[config.mk]
export PLATFORM = sky130hd
export DESIGN_NAME = insn_decoder
export DESIGN_NICKNAME = d
export VERILOG_FILES = /design/src/core/insn_decode_pkg.sv /design/src/core/alu_flags.sv /design/src/core/insn_decoder.sv
export SDC_FILE = /design/constraint.sdc
export NUM_CORES = 1
export LEC_CHECK = 0
export BUFFER_PORTS_ARGS = -buffer_cell sky130_fd_sc_hd__buf_4
export CAP_MARGIN = 0
export CORE_MARGIN = 1.5
export CORE_UTILIZATION = 48
export DETAILED_ROUTE_END_ITERATION = 12
export GPL_TIMING_DRIVEN = 0
export PLACE_DENSITY_LB_ADDON = 0.05
export SYNTH_ARGS = -nofsm -noshare
export SYNTH_HDL_FRONTEND = slang
export SYNTH_HIERARCHICAL = 1
export SYNTH_SLANG_ARGS = --single-unit
[constraint.sdc]
create_clock -name clk -period 2.6 [get_ports clk]
set_input_delay 0.65 -clock clk [delete_from_list [all_inputs] [get_ports clk]]
set_output_delay 0.65 -clock clk [all_outputs]
set_load 0.01 [all_outputs]
[src/core/insn_decode_pkg.sv]
// constants, types and field layouts shared by the instruction decoder
//
// Behaviour
// RL1: one word each, four instructions span two
// RL2: second word has top nibble ones, else no-op
// RL3: single word one cycle, two if skip/branch
// RL4: double-word instructions take two cycles
// RL5: taken two-word branch takes three cycles
// RL6: instruction cycle is four oscillator periods
// RL7: destination bit picks accumulator or file register
// RL8: access bit picks access bank or bank select
// RL9: three-bit field selects bit 0 to 7
// RL10: file operand is 8-bit address or pointer selector
// RL11: register move carries 12-bit source and destination
// RL12: literals decode as 8, 12 or 20 bits
// RL13: control ops decode address, call mode, table mode
// RL14: results update carry, digit carry, zero, overflow, negative
// RL15: recognise 75 core plus 8 extended instructions
// RL16: fast bit saves or restores shadow registers
// RL17: table mode: none, post-inc, post-dec, pre-inc
// RL18: absolute target: low 8 first, upper 12 second
// RL19: opcode patterns follow the published encoding table
package insn_decode_pkg;

  // ----------------------------------------------------------------
  // timing
  // ----------------------------------------------------------------
  localparam int unsigned CLK_HZ          = 40_000_000;
  localparam int unsigned PERIODS_PER_CYC = 4;
  localparam logic [1:0]  PHASE_LAST      = 2'(PERIODS_PER_CYC - 1);

  // ----------------------------------------------------------------
  // field positions within a program word
  // ----------------------------------------------------------------
  localparam int unsigned WORD_W     = 16;
  localparam int unsigned TAIL_MSB   = 15;
  localparam int unsigned TAIL_LSB   = 12;
  localparam logic [3:0]  TAIL_MARK  = 4'hf;
  localparam int unsigned D_BIT      = 9;
  localparam int unsigned A_BIT      = 8;
  localparam int unsigned BIT_MSB    = 11;
  localparam int unsigned BIT_LSB    = 9;
  localparam int unsigned F_MSB      = 7;
  localparam int unsigned PTR_LSB    = 4;
  localparam int unsigned FS_MSB     = 11;
  localparam int unsigned S_BIT      = 8;
  localparam int unsigned TBL_MSB    = 1;
  localparam int unsigned K12_HI_MSB = 3;
  localparam int unsigned BRA_MSB    = 10;
  localparam int unsigned K20_LO_W   = 8;

  // ----------------------------------------------------------------
  // opcode patterns, grouped by format
  // ----------------------------------------------------------------
  localparam logic [15:0] OP_NOP      = 16'h0000;
  localparam logic [15:0] OP_RET_BASE = 16'h0012;
  localparam logic [15:0] OP_RFI_BASE = 16'h0010;
  localparam logic [15:0] OP_TBL_BASE = 16'h0008;
  localparam logic [7:0]  OP_MOVLW    = 8'h0e;
  localparam logic [7:0]  OP_ADDLW    = 8'h0f;
  localparam logic [7:0]  OP_LFSR     = 8'hee;
  localparam logic [7:0]  OP_CALL     = 8'hec;  // low bit is fast mode
  localparam logic [7:0]  OP_GOTO     = 8'hef;
  localparam logic [3:0]  OP_MOVFF    = 4'hc;
  localparam logic [4:0]  OP_BRA      = 5'h1a;
  localparam logic [4:0]  OP_RCALL    = 5'h1b;
  localparam logic [4:0]  OP_BCC      = 5'h1c;  // conditional branches e0..e7
  localparam logic [3:0]  OP_BSF      = 4'h8;
  localparam logic [3:0]  OP_BCF      = 4'h9;
  localparam logic [3:0]  OP_BTFSS    = 4'ha;
  localparam logic [3:0]  OP_BTFSC    = 4'hb;
  localparam logic [5:0]  OP_ADDWF    = 6'h09;
  localparam logic [5:0]  OP_CPFSEQ   = 6'h18;
  localparam logic [5:0]  OP_DECFSZ   = 6'h0b;
  localparam logic [7:0]  OP_EXT_PFX  = 8'he8;  // extended group e8..eb
  localparam logic [7:0]  OP_EXT_HI   = 8'heb;

  localparam int unsigned CORE_COUNT = 75;
  localparam int unsigned EXT_COUNT  = 8;

  // ----------------------------------------------------------------
  // enumerations
  // ----------------------------------------------------------------
  typedef enum logic [2:0] {
    FMT_BYTE = 3'h0, FMT_BIT = 3'h1, FMT_LIT = 3'h2, FMT_CTRL = 3'h3,
    FMT_MOVE = 3'h4, FMT_TAIL = 3'h5, FMT_EXT = 3'h6, FMT_BAD = 3'h7
  } fmt_e;

  typedef enum logic [1:0] {
    TBL_NONE = 2'h0, TBL_POST_INC = 2'h1, TBL_POST_DEC = 2'h2, TBL_PRE_INC = 2'h3
  } tbl_mode_e;

  // gray-coded along fetch -> second word -> flush
  typedef enum logic [1:0] {
    ST_FETCH = 2'b00, ST_WORD2 = 2'b01, ST_FLUSH = 2'b11, ST_SPARE = 2'b10
  } seq_e;

  // ----------------------------------------------------------------
  // carriers
  // ----------------------------------------------------------------
  typedef struct packed {
    fmt_e        fmt;
    logic        two_word;
    logic        dest_file;   // 1: result to file register (byte format only)
    logic        use_bank;    // 1: bank from bank_select_register
    logic [2:0]  bit_sel;
    logic [7:0]  file_addr;
    logic [1:0]  ptr_sel;
    logic [11:0] src_addr;
    logic [11:0] dst_addr;
    logic [19:0] literal;
    logic [1:0]  lit_width;   // 0:8 1:12 2:20
    logic [19:0] prog_addr;
    logic        fast;
    tbl_mode_e   tbl_mode;
    logic        is_branch;   // may alter program counter
    logic        is_skip;     // conditional skip
    logic        updates_flags;
    logic        valid;
  } decoded_s;

  typedef struct packed {
    logic c;
    logic dc;
    logic z;
    logic ov;
    logic n;
  } flags_s;

endpackage

[src/core/alu_flags.sv]
// add-with-flags unit used for arithmetic results
`timescale 1ns/1ps
module alu_flags
  import insn_decode_pkg::*;
(
  input  wire logic [7:0] a,      // first operand
  input  wire logic [7:0] b,      // second operand
  output logic      [7:0] sum,    // 8-bit result
  output flags_s          flags   // carry, digit carry, zero, overflow, negative
);

  logic [8:0] full;
  logic [4:0] low;

  // ----------------------------------------------------------------
  // flag generation
  // ----------------------------------------------------------------
  always_comb begin
    full     = {1'b0, a} + {1'b0, b};
    low      = {1'b0, a[3:0]} + {1'b0, b[3:0]};
    sum      = full[7:0];
    flags.c  = full[8];                                  // RL14
    flags.dc = low[4];                                   // RL14
    flags.z  = (full[7:0] == 8'h00);                     // RL14
    flags.ov = (a[7] == b[7]) && (full[7] != a[7]);      // RL14
    flags.n  = full[7];                                  // RL14
  end

endmodule

[src/core/insn_decoder.sv]
// instruction format decoder and instruction-cycle sequencer
`timescale 1ns/1ps
module insn_decoder
  import insn_decode_pkg::*;
(
  input  wire logic        clk,          // 40 MHz oscillator clock
  input  wire logic        rst_n,        // synchronous reset, active low
  input  wire logic [15:0] prog_word,    // program word at current fetch
  input  wire logic        cond_true,    // condition/skip test result
  input  wire logic [7:0]  acc_in,       // working_accumulator value
  input  wire logic [7:0]  file_in,      // addressed file register value
  output logic             cyc_end,      // pulse: last period of a cycle
  output logic             fetch_adv,    // pulse: program counter advances
  output decoded_s         dec,          // registered decode of instruction
  output logic             exec_nop,     // current cycle executes as no-op
  output logic [1:0]       cyc_count,    // cycles taken by last instruction
  output logic [7:0]       result,       // registered arithmetic result
  output logic             wr_acc,       // pulse: write result to accumulator
  output logic             wr_file,      // pulse: write result to file reg
  output flags_s           flags,        // registered status flags
  output logic             shadow_save,  // pulse: fast call saves shadows
  output logic             shadow_load,  // pulse: fast return restores
  output logic             tbl_pre,      // pulse: pre-increment table_pointer
  output logic             tbl_post_inc, // pulse: post-increment table_pointer
  output logic             tbl_post_dec  // pulse: post-decrement table_pointer
);

  // ----------------------------------------------------------------
  // quarter-cycle phase divider
  // ----------------------------------------------------------------
  logic [1:0] phase_r, phase_nxt;

  // four oscillator periods make one instruction cycle
  always_comb begin
    phase_nxt = phase_r + 2'h1;          // RL6
  end

  always_ff @(posedge clk) begin
    if (!rst_n) phase_r <= 2'h0;
    else        phase_r <= phase_nxt;
  end

  assign cyc_end = (phase_r == PHASE_LAST);   // RL6

  // ----------------------------------------------------------------
  // decode function
  // ----------------------------------------------------------------
  function automatic decoded_s decode(input logic [15:0] w);
    decoded_s d;
    d           = '0;
    d.valid     = 1'b1;
    d.fmt       = FMT_BAD;
    d.dest_file = w[D_BIT];                              // RL7
    d.use_bank  = w[A_BIT];                              // RL8
    d.bit_sel   = w[BIT_MSB:BIT_LSB];                    // RL9
    d.file_addr = w[F_MSB:0];                            // RL10
    d.fast      = w[0];                                  // RL16
    // opcode patterns after the published encoding table
    if (w[TAIL_MSB:TAIL_LSB] == TAIL_MARK) begin         // RL19
      d.fmt = FMT_TAIL;                                  // RL2
    end else if (w[15:8] == OP_LFSR) begin
      d.fmt      = FMT_LIT;
      d.two_word = 1'b1;                                 // RL1
      d.ptr_sel  = w[PTR_LSB+1:PTR_LSB];                 // RL10
      d.literal  = {8'h00, w[K12_HI_MSB:0], 8'h00};
      d.lit_width = 2'h1;                                // RL12
    end else if (w[15:9] == OP_CALL[7:1] || w[15:8] == OP_GOTO) begin
      d.fmt       = FMT_CTRL;
      d.two_word  = 1'b1;                                // RL1
      d.is_branch = 1'b1;
      d.fast      = (w[15:9] == OP_CALL[7:1]) && w[S_BIT];   // RL16
      d.prog_addr = {12'h000, w[K20_LO_W-1:0]};          // RL18
      d.literal   = d.prog_addr;
      d.lit_width = 2'h2;                                // RL12
    end else if (w[15:8] >= OP_EXT_PFX && w[15:8] <= OP_EXT_HI) begin
      d.fmt = FMT_EXT;                                   // RL15
    end else if (w[15:12] == OP_MOVFF) begin
      d.fmt      = FMT_MOVE;
      d.two_word = 1'b1;                                 // RL1
      d.src_addr = w[FS_MSB:0];                          // RL11
      d.use_bank = 1'b0;                                 // RL11
    end else if (w[15:11] == OP_BRA || w[15:11] == OP_RCALL) begin
      d.fmt       = FMT_CTRL;
      d.is_branch = 1'b1;
      d.prog_addr = {{9{w[BRA_MSB]}}, w[BRA_MSB:0]};     // RL13
    end else if (w[15:11] == OP_BCC) begin
      d.fmt       = FMT_CTRL;
      d.is_skip   = 1'b1;
      d.prog_addr = {{12{w[7]}}, w[7:0]};                // RL13
    end else if (w[15:12] >= OP_BSF && w[15:12] <= OP_BTFSC) begin
      d.fmt     = FMT_BIT;                               // RL9
      d.is_skip = (w[15:12] == OP_BTFSS) || (w[15:12] == OP_BTFSC);
    end else if (w[15:8] == OP_MOVLW || w[15:8] == OP_ADDLW) begin
      d.fmt           = FMT_LIT;
      d.literal       = {12'h000, w[F_MSB:0]};           // RL12
      d.updates_flags = (w[15:8] == OP_ADDLW);
    end else if (w[15:4] == 12'h000 && w[3:2] != 2'b00) begin
      d.fmt = FMT_CTRL;                                  // RL13 table ops
      // pointer mode only for table ops, so branch offsets never strobe the pointer
      if (w[15:3] == OP_TBL_BASE[15:3]) d.tbl_mode = tbl_mode_e'(w[TBL_MSB:0]); // RL17
    end else if (w[15:1] == OP_RET_BASE[15:1] || w[15:1] == OP_RFI_BASE[15:1]) begin
      d.fmt       = FMT_CTRL;
      d.is_branch = 1'b1;
      d.fast      = w[0];                                // RL16
    end else if (w == OP_NOP) begin
      d.fmt = FMT_CTRL;                                  // RL13 no operand
    end else if (w[15:12] != 4'h0 && w[15:12] < 4'h7) begin
      d.fmt           = FMT_BYTE;                        // RL7
      d.updates_flags = (w[15:10] == OP_ADDWF);
      d.is_skip       = (w[15:10] == OP_CPFSEQ) || (w[15:10] == OP_DECFSZ);
    end else begin
      d.valid = 1'b0;
    end
    return d;
  endfunction

  // ----------------------------------------------------------------
  // sequencer: fetch, optional second word, optional flush cycle
  // ----------------------------------------------------------------
  seq_e       st_r, st_nxt;
  decoded_s   dec_r, dec_nxt;
  logic [1:0] cnt_r, cnt_nxt, done_r, done_nxt;
  decoded_s   cur;

  assign cur = decode(prog_word);

  always_comb begin
    st_nxt    = st_r;
    dec_nxt   = dec_r;
    cnt_nxt   = cnt_r;
    done_nxt  = done_r;
    if (cyc_end) begin
      case (st_r)
        ST_FETCH: begin
          dec_nxt   = cur;
          cnt_nxt   = 2'h1;
          if (cur.two_word) begin
            st_nxt = ST_WORD2;                           // RL4
          end else if ((cur.is_branch) || (cur.is_skip && cond_true)) begin
            st_nxt = ST_FLUSH;                           // RL3
          end else begin
            done_nxt = 2'h1;                             // RL3
          end
        end
        ST_WORD2: begin
          cnt_nxt = cnt_r + 2'h1;
          if (dec_r.fmt == FMT_MOVE) begin
            dec_nxt.dst_addr = prog_word[FS_MSB:0];      // RL11
          end else if (dec_r.fmt == FMT_LIT) begin
            dec_nxt.literal = {8'h00, dec_r.literal[K20_LO_W+K12_HI_MSB:K20_LO_W], prog_word[7:0]};
          end else begin
            dec_nxt.prog_addr = {prog_word[FS_MSB:0], dec_r.prog_addr[K20_LO_W-1:0]}; // RL18
            dec_nxt.literal   = {prog_word[FS_MSB:0], dec_r.prog_addr[K20_LO_W-1:0]}; // RL12
          end
          if (dec_r.is_branch) begin
            st_nxt = ST_FLUSH;                           // RL5
          end else begin
            st_nxt   = ST_FETCH;                         // RL4
            done_nxt = 2'h2;
          end
        end
        ST_FLUSH: begin
          st_nxt   = ST_FETCH;
          done_nxt = cnt_r + 2'h1;                       // RL3 RL5
        end
        default: st_nxt = ST_FETCH;
      endcase
    end
  end

  always_ff @(posedge clk) begin
    if (!rst_n) begin
      st_r    <= ST_FETCH;
      dec_r   <= '0;
      cnt_r   <= 2'h0;
      done_r  <= 2'h0;
    end else begin
      st_r    <= st_nxt;
      dec_r   <= dec_nxt;
      cnt_r   <= cnt_nxt;
      done_r  <= done_nxt;
    end
  end

  assign dec       = dec_r;
  assign cyc_count = done_r;
  assign exec_nop  = (st_r == ST_FLUSH) || (st_r == ST_FETCH && dec_r.fmt == FMT_TAIL); // RL2 RL3
  assign fetch_adv = cyc_end && (st_r != ST_FLUSH);

  // ----------------------------------------------------------------
  // execute: arithmetic, writeback, shadow and table strobes
  // ----------------------------------------------------------------
  logic [7:0] sum;
  flags_s     alu_fl;
  logic [7:0] res_r, res_nxt;
  flags_s     fl_r, fl_nxt;
  logic       exec;
  logic       is_ret;

  alu_flags u_alu (
    .a     (acc_in),
    .b     (dec_r.fmt == FMT_LIT ? dec_r.literal[7:0] : file_in),
    .sum   (sum),
    .flags (alu_fl)
  );

  // execute in the cycle after the first word is decoded, or after the flush cycle for a single-word branch or taken skip
  assign exec   = cyc_end && (st_r != ST_FLUSH) && dec_r.valid && (cnt_r == 2'h1);
  assign is_ret = (dec_r.fmt == FMT_CTRL) && !dec_r.two_word && dec_r.is_branch
                  && (dec_r.prog_addr == 20'h00000);

  always_comb begin
    res_nxt = res_r;
    fl_nxt  = fl_r;
    if (exec && dec_r.updates_flags) begin
      res_nxt = sum;
      fl_nxt  = alu_fl;                                  // RL14
    end
  end

  always_ff @(posedge clk) begin
    if (!rst_n) begin
      res_r <= 8'h00;
      fl_r  <= '0;
    end else begin
      res_r <= res_nxt;
      fl_r  <= fl_nxt;
    end
  end

  assign result       = res_r;
  assign flags        = fl_r;
  assign wr_acc       = exec && dec_r.updates_flags && (dec_r.fmt == FMT_LIT || !dec_r.dest_file); // RL7
  assign wr_file      = exec && dec_r.updates_flags && dec_r.fmt == FMT_BYTE && dec_r.dest_file;   // RL7
  // shadows untouched unless the fast bit is set
  assign shadow_save  = exec && dec_r.fast && dec_r.two_word && dec_r.fmt == FMT_CTRL;           // RL16
  assign shadow_load  = exec && dec_r.fast && is_ret;                                            // RL16
  assign tbl_pre      = exec && dec_r.fmt == FMT_CTRL && dec_r.tbl_mode == TBL_PRE_INC && !dec_r.is_branch;  // RL17
  assign tbl_post_inc = exec && dec_r.fmt == FMT_CTRL && dec_r.tbl_mode == TBL_POST_INC && !dec_r.is_branch; // RL17
  assign tbl_post_dec = exec && dec_r.fmt == FMT_CTRL && dec_r.tbl_mode == TBL_POST_DEC && !dec_r.is_branch; // RL17

endmodule

Word level (Yosys, flattened, before mapping)
Cells that the tools add are included.
{"block": "classes", "addsub": 4, "n_lt_le_gt_ge": 5, "n_eq_ne": 39, "mux": 92, "bitwise_logic": 1, "reduce_logical": 59}
{"op": "$mux 20", "n": 6}
{"op": "$mux 27", "n": 3}
{"op": "$mux 8", "n": 8}
{"op": "$pmux 32 s2", "n": 1}
{"op": "$mux 12", "n": 5}
{"op": "$mux 4", "n": 13}
{"op": "$mux 3", "n": 17}
{"op": "$mux 41", "n": 1}
{"op": "$pmux 20 s2", "n": 1}
{"op": "$eq 15x4->1 const B", "n": 2}
{"op": "$mux 2", "n": 15}
{"op": "$logic_and 1x1->1", "n": 29}
{"op": "$mux 14", "n": 2}
{"op": "$mux 21", "n": 1}
{"op": "$logic_not 20->1", "n": 1}
{"op": "$eq 4x4->1 const B", "n": 4}
{"op": "$eq 8x4->1 const B", "n": 2}
{"op": "$eq 8x8->1 const B", "n": 2}
{"op": "$logic_not 16->1", "n": 1}
{"op": "$mux 1", "n": 16}
{"op": "$eq 5x5->1 const B", "n": 3}
{"op": "$ne 2x2->1 const B", "n": 7}
{"op": "$eq 13x1->1 const B", "n": 1}
{"op": "$eq 6x4->1 const B", "n": 2}
{"op": "other kinds (33)", "n": 57}
{"block": "word_totals", "register_bits": 113, "inputBits": 35, "output_inout_bits": 117, "elab_cells": 230}

Logic depth before layout (Yosys ltp)
Gate-level depths: netlist (run 1).
{"block": "depth", "word_depth": 29, "ltp_mapped": 14, "depth_no_buf": 13}

By module
The synthesis (run 1) kept the hierarchy.
{"mod": "insn_decoder", "n_inst": 1, "cells_per_inst": 616, "area_each_um2": 5157.4, "seq_area_each_um2": 2242.2}
{"mod": "alu_flags", "n_inst": 1, "cells_per_inst": 46, "area_each_um2": 390.4, "seq_area_each_um2": 0.0}

Worst setup path before layout (run 1)
Ideal clock, no wire load.
{"block": "synth_path", "path_type": "register -> register", "start": "register dec_r (netlist bit dec[91])", "end": "register fl_r (netlist bit flags[2])", "setup_ns": 0.076, "t_arrival_ns": 2.772, "t_required_ns": 2.524, "slack_ns": -0.248, "stages_incl_launch_ff": 15, "n_path_buf": 1, "period_less_slack_ns": 2.848, "path_cell_list": "dfxtp_1 > nand2b_1 > nor2_1 > buf_2 > mux2_2 > ha_1 > inv_1 > fa_1 > nor2b_4 > o31a_1 > o21ai_0 > a21oi_2 > nor4_2 > nand3_1 > a21boi_0"}
{"element": "start: declaration", "line": "insn_decoder.sv:121", "source": "decoded_s dec_r, dec_nxt;"}
{"element": "start signal: assignment", "line": "insn_decoder.sv:179", "source": "dec_r <= dec_nxt;"}
{"element": "end signal: assignment", "line": "insn_decoder.sv:227", "source": "fl_r <= fl_nxt;"}
{"element": "end: declaration", "line": "insn_decoder.sv:196", "source": "flags_s fl_r, fl_nxt;"}

==> run_results.csv, run 1 <==
group,metric,value,unit
worst_setup_path,cp_max_fo,7,
worst_setup_path,crit_path_end,"flags[2]$_SDFFE_PN0P_",
synth,yosys-top-cells-area,"dfxtp_1, a21boi_0, nand2_1",
timing,fin_crit_sh,1.00,
power_and_ir_drop,switchingPower,1090,uW
clock_tree,clk_latency,0.36,ns
finish,diodes,0,
timing,skew,0.00902,ns
placed_design,place_congestion,0.912,
global_route,grt_pass1_vias,5377,
worst_setup_path,path_buf_inv,2,
finish,post-route-util,0.651,
drt,wl_met3,1300,um
placed_design,io_buffers,143,
finish,fin_area,7370,um^2
worst_setup_path,cp-start-kind,"register",
floorplanning,core,11300,um^2
worst_setup_path,path_depth,12,
worst_setup_path,rrSetupSlack,-0.01,ns
finish,nets,872,
synth,synth-seq-cells,112,
clock_tree,cts_root_buf,"clkbuf_16",
timing,drv_slew,0,
drt,drt_iter0_drc,387,
power_and_ir_drop,peakVddDrop,409,uV
finish,fillerInstances,1024,
worst_setup_path,slowest_delay,0.35,ns
power_and_ir_drop,switching_share,0.289,
worst_setup_path,arrival,2.91,ns
drt,dr.max_layer_used,"met4",
synth,synth_nets,708,
placed_design,dp_hpwl,13400,um
drt,viasPerCell,5.79,
synth,synthTopCellsByCount,"dfxtp_1, nand2_1, a21boi_0",
synth,syn_area,5550,um^2
drt,vias,5637,
worst_setup_path,cp-startpoint,"dec[91]$_SDFFE_PN0P_",
timing,max_freq,383,MHz
synth,async_flop_share,0,
power_and_ir_drop,powerDensity,513,nW/um^2
power_and_ir_drop,leakagePower,0.00298,uW
worst_setup_path,critical_path_class,"reg -> reg",
clock_tree,cts.hold.buffers_added,0,
clock_tree,cts.htree.levels,3,
timing,whs,0.453,ns
timing,worst_pin_slew,0.691,ns
floorplanning,io_pins,152,
clock_tree,cts_buffers,9,
drt,wirelength_met1,7800,um
global_route,grt.overflow.total,0,
run_status,outcome,"finished, violations left",
placed_design,place_worst_setup_slack,-0.206,ns
worst_setup_path,critPathCaptureType,"register",
drt,totalWireLength,18500,um
finish,fin_cells,974,
finish,drive_above_1_share,0.310,
placed_design,dp_cells,948,
drt,route.detailed.drc,0,
run_status,violations,"negative setup slack",
timing,worst_slack,-0.0122,ns
drt,first_pass_iters,5,
synth,yosysTopAreaCellShare,0.404,
power_and_ir_drop,p_int,2690,uW
clock_tree,clk_pin_slew,0.08,ns
power_and_ir_drop,p_comb_frac,0.161,
worst_setup_path,critPathSlowestCell,"dfxtp_4",
drt,dr_wl_met2,8940,um
finish,syn_to_final_growth,32.9,%
synth,synth.yosys.warnings,6,
synth,ys_seq_area_frac,0.404,
worst_setup_path,r2r_start,"dec[91]$_SDFFE_PN0P_",
synth,synthFlopType,"dfxtp_1",
worst_setup_path,required,2.89,ns
clock_tree,cts_sinks,112,
global_route,grt_pass1_wl,28900,um
run,maxCapViolCount,0,
global_route,grt_use_total,0.298,
synth,avgSynthCellArea,8.38,um^2
floorplanning,die-width,111,um
synth,synthDistinctLibCells,69,
synth,syn_inst,662,
timing,finalSetupViolations,1,
worst_setup_path,critPathTopFamily,"simple AND/OR/NAND/NOR gates",
drt,ant_nets,0,
drt,wl_per_cell,19.0,um
clock_tree,cts_tree,"done",
floorplanning,die_h,111,um
worst_setup_path,r2r_cells,12,
synth,yosysMostFrequentCell,"dfxtp_1",
floorplanning,start_util,0.490,
worst_hold_path,hp-class,"reg -> reg",
clock_tree,cts_buffer_depth,2,
global_route,grt_max_degree,21,
worst_setup_path,worstPathCellList,"nand2b_4, nor2_4, buf_6, buf_4, mux2_2, ha_1, o21a_1, o22ai_4, xnor2_2, nor4_2, nand3_1, a21boi_1",
worst_setup_path,r2r_end,"flags[2]$_SDFFE_PN0P_",
timing,period_needed,2.61,ns
timing,finalHoldViolCount,0,
global_route,antenna_found_initial,0,
power_and_ir_drop,seqPwrFrac,0.473,
synth,synth_enable_flop_cells,0,
timing,rsz0062_at_grt,"true",
placed_design,dpl_cell_area,6840,um^2
power_and_ir_drop,pwr-share-clk,0.366,
synth,yosysTopAreaCell,"dfxtp_1",
timing,max_slew_margin,0.539,
floorplanning,num_rows,39,
floorplanning,die-area,12200,um^2
## sequential cells by signal, summed over array words and instances (netlist names)
name       count
cyc_count      2
dec           91
phase_r        2
st_r           2
flags          5
cnt_r          2
result         8
## timing repair
action,CTS,global route
pin swaps,12,5
endpoints found under the setup margin,12,10
gates resized for setup,29,8
hold endpoints to repair,0,0
buffers inserted,11,2
## kinds of logic (layout without fill, tap and decap cells)
kind of cell,after synthesis,in the layout,share of synthesized area
AO/OA/AOI/OAI,200,200,0.247
XOR/XNOR,6,6,0.00947
adder cells (fa/ha/maj),11,11,0.0262
buffers and inverters,68,237,0.0546
flip-flops,112,112,0.404
multiplexers,11,11,0.0223
AND/OR/NAND/NOR,254,254,0.237
## worst register-to-register path, stage by stage, from the launching register on
cell and delay [ns]:
dfxtp_4 0.35, nand2b_4 0.14, nor2_4 0.09, buf_6 0.14
buf_4 0.13, mux2_2 0.33, ha_1 0.31, o21a_1 0.22
o22ai_4 0.20, xnor2_2 0.11, nor4_2 0.28, nand3_1 0.11
a21boi_1 0.13
## worst min path at each step
stage	from	end	slack, ns	depth (start not counted)
detailed placement	phase_r[0]$_SDFF_PN0_	phase_r[0]$_SDFF_PN0_	0.42	1
CTS	phase_r[0]$_SDFF_PN0_	phase_r[0]$_SDFF_PN0_	0.43	1
global route	phase_r[0]$_SDFF_PN0_	phase_r[0]$_SDFF_PN0_	0.47	1
floorplan	phase_r[0]$_SDFF_PN0_	phase_r[0]$_SDFF_PN0_	0.40	1
global placement	phase_r[0]$_SDFF_PN0_	phase_r[0]$_SDFF_PN0_	0.41	1
finish	phase_r[0]$_SDFF_PN0_	phase_r[0]$_SDFF_PN0_	0.45	1
## power groups by stage
stage	sequential [uW]	combinational [uW]	clock (uW)
2_1_floorplan	1830	335	0
4_1_cts	1790	594	1400
3_5_place_dp	1830	549	0
6_report	1790	611	1380
3_3_place_gp	1820	539	0
5_1_grt	1790	654	1450
## cells in the final DEF, fill, tap and decap left out, drive strengths merged, types with 6 or more instances in the layout
cell type,n
nor4,9
nor2b,30
inv,17
and2,11
ha,10
nor2,24
nand3,45
a21oi,42
buf,182
dfxtp,112
o21ai,48
clkbuf,36
nand2b,12
and3,6
nand2,90
mux2,11
nor3,11
a22oi,12
a21boi,50
a22o,7
## final cells by class
cell class              count  area, um^2  area share
multi-input cells         482        3180       0.431
well taps                 143         179      0.0243
repair buffers            156        1180       0.160
inverters                  12        45.0     0.00611
clock inverters             7        61.3     0.00832
flip-flops and latches    112        2260       0.306
plain buffers              53         249      0.0338
clock buffers               9         225      0.0306
## per-layer routing
| layer | track usage | up-vias |
|---|---|---|
| met5 | 0 | - |
| met2 | 0.503 | 224 |
| met3 | 0.0516 | 30 |
| met1 | 0.377 | 2715 |
| met4 | 0.121 | 0 |
| li1 | - | 2668 |
## metrics by stage
stage	setup TNS [ns]	power, uW
CTS	-0.0902	3780
global route	-0.373	3900
detailed placement	-0.797	2370
floorplan	0	2160
global placement	-0.675	2360
finish	-0.0122	3780
(Power assumes the default switching activity.)
==> run 2: changes to the inputs <==
- CORE_UTILIZATION: 48 -> 47
- SYNTH_HIERARCHICAL: 1 -> default
==> run 2 against run 1 <==
Net effect:
- the flow now finishes without violations
- clock power is essentially flat
- global-route usage grew 2.6 points
- design area shrank 1.7%
- critical path depth shrank 6
- worst hold slack lost 0.011 ns
- sequential share of layout area grew 0.28 points
- worst setup slack gained 0.013 ns
- power shrank 0.22%
- via count grew 3.1%
- critical endpoint is now tbl_post_inc
- highest routed layer unchanged
==> run_results.csv, run 2 <==
group,metric,value,unit
synth,yosysTopAreaCell,"dfxtp_1",
finish,largest_reg_flops,91,
worst_hold_path,min-delay-start,"phase_r[0]$_SDFF_PN0_",
drt,first_pass_iters,5,
placed_design,io_buffers,144,
power_and_ir_drop,peakVddDrop,385,uV
worst_setup_path,critical_path_class,"reg -> out",
worst_setup_path,required,1.95,ns
worst_setup_path,r2r_cells,11,
global_route,busiest_layer,"met2",
drt,wl_per_cell,19.8,um
drt,drt_iter0_drc,557,
synth,yosysTopAreaCellShare,0.416,
worst_setup_path,arrival,1.95,ns
worst_setup_path,cp_max_fo,4,
finish,drive_above_1_share,0.304,
floorplanning,io_pins,152,
drt,vias,5813,
placed_design,place_worst_setup_slack,-0.393,ns
run,maxCapViolCount,0,
power_and_ir_drop,powerDensity,521,nW/um^2
synth,synthDistinctLibCells,74,
worst_hold_path,holdPathEnd,"phase_r[0]$_SDFF_PN0_",
power_and_ir_drop,leakagePower,0.00297,uW
floorplanning,num_rows,38,
drt,ant_nets,0,
worst_hold_path,worstHoldPathCells,1,
finish,diodes,0,
timing,max_freq,385,MHz
timing,max_slew_margin,0.454,
global_route,grt_max_degree,22,
timing,fin_crit_sh,1.00,
finish,syn_to_final_growth,35.7,%
floorplanning,die-area,12000,um^2
global_route,grt_pass1_wl,29100,um
synth,avgSynthCellArea,7.93,um^2
timing,worst_slack,0.000503,ns
synth,ys_seq_area_frac,0.416,
drt,route.detailed.drc,0,
clock_tree,clk_pin_slew,0.07,ns
clock_tree,cts_sinks,111,
placed_design,dp_cells,957,
clock_tree,cts.htree.levels,3,
synth,syn_inst,673,
synth,synthFlopType,"dfxtp_1",
global_route,grt_use_total,0.324,
synth,synth-seq-cells,111,
drt,viasPerCell,5.85,
worst_setup_path,critPathCaptureType,"output port",
timing,finalSetupViolations,0,
placed_design,place_congestion,0.926,
worst_setup_path,rrSetupSlack,0.01,ns
timing,finalHoldViolCount,0,
worst_setup_path,critPathSlowestCell,"dfxtp_2",
timing,worst_pin_slew,0.818,ns
timing,rsz0062_at_grt,"true",
synth,synth_enable_flop_cells,0,
timing,drv_slew,0,
global_route,grt_pass1_vias,5412,
worst_setup_path,cp-start-kind,"register",
global_route,grtUsageMet2,0.530,
timing,whs,0.442,ns
finish,final_common_cell,"buf_4",
worst_setup_path,r2r_start,"dec[89]$_SDFFE_PN0P_",
clock_tree,cts_tree,"done",
worst_setup_path,worstPathCellList,"ha_4, a21boi_4, and3_4, and4b_2, nor4b_4, buf_4",
floorplanning,start_util,0.488,
finish,most-common-layout-cells,"buf_4, nand2_1, dfxtp_1, a21oi_1, nor2_1",
floorplanning,die-width,110,um
synth,async_flop_share,0,
floorplanning,core,10900,um^2
synth,syn_area,5340,um^2
global_route,antenna_found_initial,0,
synth,yosysMostFrequentCell,"nand2_1",
worst_hold_path,hp-class,"reg -> reg",
worst_setup_path,r2r_end,"flags[2]$_SDFFE_PN0P_",
run_status,outcome,"complete, no violations",
synth,synthTopCellsByCount,"nand2_1, dfxtp_1, a21oi_1",
clock_tree,cts_buffer_depth,2,
power_and_ir_drop,p_total,3770,uW
global_route,grt.overflow.total,0,
floorplanning,die_h,110,um
global_route,use_met1,0.403,
clock_tree,cts_root_buf,"clkbuf_16",
timing,skew,0.00596,ns
finish,nets,894,
drt,totalWireLength,19600,um
global_route,met3_usage,0.0972,
clock_tree,cts.hold.buffers_added,0,
finish,fin_cells,993,
synth,synth_nets,719,
clock_tree,cts_buffers,9,
worst_setup_path,slowest_delay,0.36,ns
placed_design,dp_hpwl,14200,um
clock_tree,clk_latency,0.35,ns
synth,synth.yosys.warnings,0,
timing,period_needed,2.60,ns
synth,yosys-top-cells-area,"dfxtp_1, nand2_1, a21oi_1",
-- run 2: layout make-up --
class / instances / area [um^2]
inverter: 10 / 37.5
tap: 140 / 175
multi-input combinational: 498 / 2990
sequential: 111 / 2240
buffer: 52 / 258
clock buffer: 9 / 225
timing repair buffer: 166 / 1250
fill: 1015 / 3690
clock inverter: 7 / 71.3
-- run 2: power by group --
part,switching [uW],internal (uW)
registers,38.9,1740
logic,367,259
clock network,689,684
total,1090,2680
-- run 2: worst max path at each step --
| stage | from | to | slack [ns] |
|---|---|---|---|
| CTS | phase_r[0]$_SDFF_PN0_ | tbl_post_inc | -0.03 |
| global placement | dec[90]$_SDFFE_PN0P_ | flags[2]$_SDFFE_PN0P_ | -0.34 |
| detailed placement | dec[90]$_SDFFE_PN0P_ | flags[2]$_SDFFE_PN0P_ | -0.39 |
| global route | dec[89]$_SDFFE_PN0P_ | flags[2]$_SDFFE_PN0P_ | -0.07 |
| floorplan | dec[90]$_SDFFE_PN0P_ | flags[2]$_SDFFE_PN0P_ | 0.001 |
| finish | phase_r[0]$_SDFF_PN0_ | tbl_post_inc | 0.0005 |
-- run 2: layer usage --
| metal | vias up | part of all wire |
|---|---|---|
| li1 | 2731 | - |
| met1 | 2718 | 0.40 |
| met2 | 313 | 0.47 |
| met3 | 51 | 0.10 |
| met4 | 0 | 0.030 |
| met5 | - | 0 |
-- run 2: timing repair --
item | 4_1_cts | 5_1_grt
gates resized for setup | 29 | 12
setup buffers | 17 | 5
gates cloned | 0 | 0
endpoints found under the setup margin | 14 | 10
pin swaps | 8 | 8
-- run 2: critical path, delay by kind of cell, from the launching register on --
kind	cells	cell delay (ns)
simple gates	3	0.70
flops	1	0.36
buf+inv	1	0.16
compound gates	1	0.23
fa+ha+maj	1	0.15
-- run 2: cell families after synthesis --
family / after synthesis / share of synthesized area
simple gates: 282 / 0.257
compound gates: 200 / 0.237
flops: 111 / 0.416
buf+inv: 64 / 0.0548
fa+ha+maj: 11 / 0.0272
xor+xnor: 5 / 0.00820
-- run 2: through the flow --
step,area (um^2),util,TNS (ns)
floorplan,5360,-,0
global placement,6620,0.605,-1.27
detailed placement,6620,0.605,-1.48
CTS,7160,0.655,-0.0942
global route,7250,0.663,-0.333
finish,7250,0.663,0
==> run 3: changes to the inputs <==
- CORE_UTILIZATION: 47 -> 25
- SYNTH_HIERARCHICAL: default -> 1
==> run 3 against run 2 <==
Net effect:
- the flow now finishes with violations (negative setup slack)
- count of clock-buffer cells in the layout unchanged
- final cell count grew 13%
- maximum frequency fell by 2.3%
- register-to-register slack worse by 0.07 ns
- power up 1.5%
- clock skew up 0.0086 ns
- worst setup slack worse by 0.061 ns
- sequential cell count increased by 1
- worst hold slack improved by 0.013 ns
- global-route usage fell by 14 points
- largest power group unchanged
- highest routed layer unchanged
==> run_results.csv, run 3 (same netlist as run 1, synthesis figures left out) <==
group,metric,value,unit
power_and_ir_drop,peakVddDrop,269,uV
worst_setup_path,critical_path_class,"reg -> reg",
worst_hold_path,min-delay-start,"result[7]$_SDFFE_PN0P_",
drt,ant_nets,0,
run_status,violations,"negative setup slack",
worst_setup_path,cp_common_cell,"o31a_1",
global_route,antenna_found_initial,2,
worst_setup_path,r2r_end,"flags[2]$_SDFFE_PN0P_",
worst_hold_path,worstHoldPathCells,2,
timing,drv_slew,0,
worst_setup_path,rrSetupSlack,-0.06,ns
clock_tree,cts_buffer_depth,2,
drt,vias,5567,
worst_setup_path,critPathSlowestCell,"fa_2",
finish,nets,881,
clock_tree,cts_sinks,112,
clock_tree,cts_buffers,9,
run_status,outcome,"finished, violations left",
placed_design,dp_hpwl,16300,um
floorplanning,num_rows,54,
global_route,grt.overflow.total,0,
worst_setup_path,path_buf_inv,2,
global_route,grt_max_degree,20,
drt,totalWireLength,22200,um
finish,syn_to_final_growth,39.3,%
floorplanning,die-width,152,um
worst_setup_path,arrival,2.95,ns
finish,fin_cells,1120,
worst_setup_path,slowest_delay,0.37,ns
placed_design,dpl_cell_area,7010,um^2
placed_design,dp_cells,1085,
floorplanning,core,21800,um^2
worst_setup_path,worstPathCellList,"nand2b_4, nor2_4, buf_8, mux2_4, ha_4, inv_2, fa_2, nor2b_4, o31a_1, o31a_1, a21oi_2, nor4_2, nand3_1, a21boi_1",
power_and_ir_drop,leakagePower,0.00303,uW
timing,rsz0062_at_grt,"true",
global_route,grt_pass1_wl,33100,um
timing,worst_pin_slew,0.884,ns
clock_tree,clk_pin_slew,0.07,ns
timing,worst_slack,-0.0609,ns
timing,fin_crit_sh,1.02,
drt,first_pass_iters,5,
clock_tree,clk_latency,0.36,ns
clock_tree,cts_tree,"done",
global_route,grt_pass1_vias,5357,
worst_setup_path,cp_max_fo,7,
drt,viasPerCell,4.97,
clock_tree,cts.hold.buffers_added,0,
worst_setup_path,critPathTopFamily,"simple AND/OR/NAND/NOR gates",
worst_setup_path,r2r_cells,14,
timing,finalSetupViolations,3,
finish,final_common_cell,"buf_4",
run,maxCapViolCount,0,
global_route,grt_use_total,0.188,
finish,fin_area,7730,um^2
floorplanning,start_util,0.254,
worst_setup_path,required,2.89,ns
power_and_ir_drop,powerDensity,496,nW/um^2
placed_design,place_congestion,0.835,
finish,most-common-layout-cells,"buf_4, dfxtp_1, nand2_1, nand3_1, a21boi_0",
drt,wl_per_cell,19.8,um
timing,period_needed,2.66,ns
clock_tree,cts_root_buf,"clkbuf_16",
finish,diodes,0,
worst_hold_path,hp-class,"reg -> reg",
floorplanning,io_pins,152,
worst_setup_path,critPathCaptureType,"register",
timing,setup_tns,-0.125,ns
timing,max_freq,376,MHz
timing,skew,0.0145,ns
drt,drt_iter0_drc,358,
clock_tree,cts.htree.levels,3,
placed_design,io_buffers,143,
timing,max_slew_margin,0.411,
floorplanning,die_h,152,um
finish,drive_above_1_share,0.331,
worst_setup_path,r2r_start,"dec[91]$_SDFFE_PN0P_",
worst_setup_path,cp-start-kind,"register",
drt,route.detailed.drc,0,
floorplanning,die-area,23100,um^2
timing,finalHoldViolCount,0,
finish,largest_reg_flops,91,
worst_hold_path,holdPathEnd,"result[7]$_SDFFE_PN0P_",
==> run 3: changes by cell type in the layout (fill, tap and decap cells not counted), sizes merged, moves of 8 or more <==
cell,change
nand2,-29
nor3,-8
nor2,-26
a21oi,-46
a21boi,+48
nand3,+15
nor2b,+23
mux2,+11
==> run 3: power breakdown <==
group | internal, uW | switching (uW)
registers | 1750 | 41.1
logic | 300 | 370
clock network | 661 | 711
total | 2710 | 1120
==> run 3: how the worst max path moves through the flow <==
stage	start	end	cells past startpoint
after floorplan	dec[91]$_SDFFE_PN0P_	flags[2]$_SDFFE_PN0P_	14
after global placement	dec[91]$_SDFFE_PN0P_	flags[2]$_SDFFE_PN0P_	12
after detailed placement	dec[91]$_SDFFE_PN0P_	flags[2]$_SDFFE_PN0P_	12
after CTS	phase_r[0]$_SDFF_PN0_	tbl_pre	9
final	dec[91]$_SDFFE_PN0P_	flags[2]$_SDFFE_PN0P_	14
after global routing	dec[91]$_SDFFE_PN0P_	flags[2]$_SDFFE_PN0P_	14
==> run 3: area by class of cell <==
cell class | count | area (um^2)
fill | 2306 | 14100
multi-input combinational | 482 | 3280
sequential | 112 | 2260
timing repair buffer | 165 | 1260
tap | 280 | 350
buffer | 53 | 253
clock buffer | 9 | 225
clock inverter | 7 | 55.1
inverter | 12 | 45.0
==> run 3: layer usage <==
metal  routed length, um  vias to the layer above  track usage
met5                   0                        -            0
met4                 433                        0       0.0652
met3                1020                       23       0.0308
met2               10200                      159        0.299
met1               10500                     2697        0.258
li1                    -                     2688            -
==> run 3: repair_timing <==
action / in CTS / in global routing
endpoints found under the setup margin: 13 / 13
pin swaps: 21 / 12
gates cloned: 0 / 0
gates resized for setup: 38 / 17
setup buffers: 15 / 7
==> run 3: metrics by stage <==
stage                     setup slack (ns)  hold WS (ns)  utilization  power, uW
final                              -0.0609         0.455        0.354       3830
after global routing                -0.231         0.496        0.354       4010
after CTS                           -0.114         0.459        0.348       3860
after detailed placement            -0.261         0.426        0.321       2400
after global placement              -0.244         0.412        0.321       2400
after floorplan                    0.00540         0.398            -       2160
==> run 3: tightest hold or removal path, stage by stage (launching register included) <==
cell and delay, ns:
dfxtp_1 0.32, nand2_1 0.05, a21boi_1 0.05
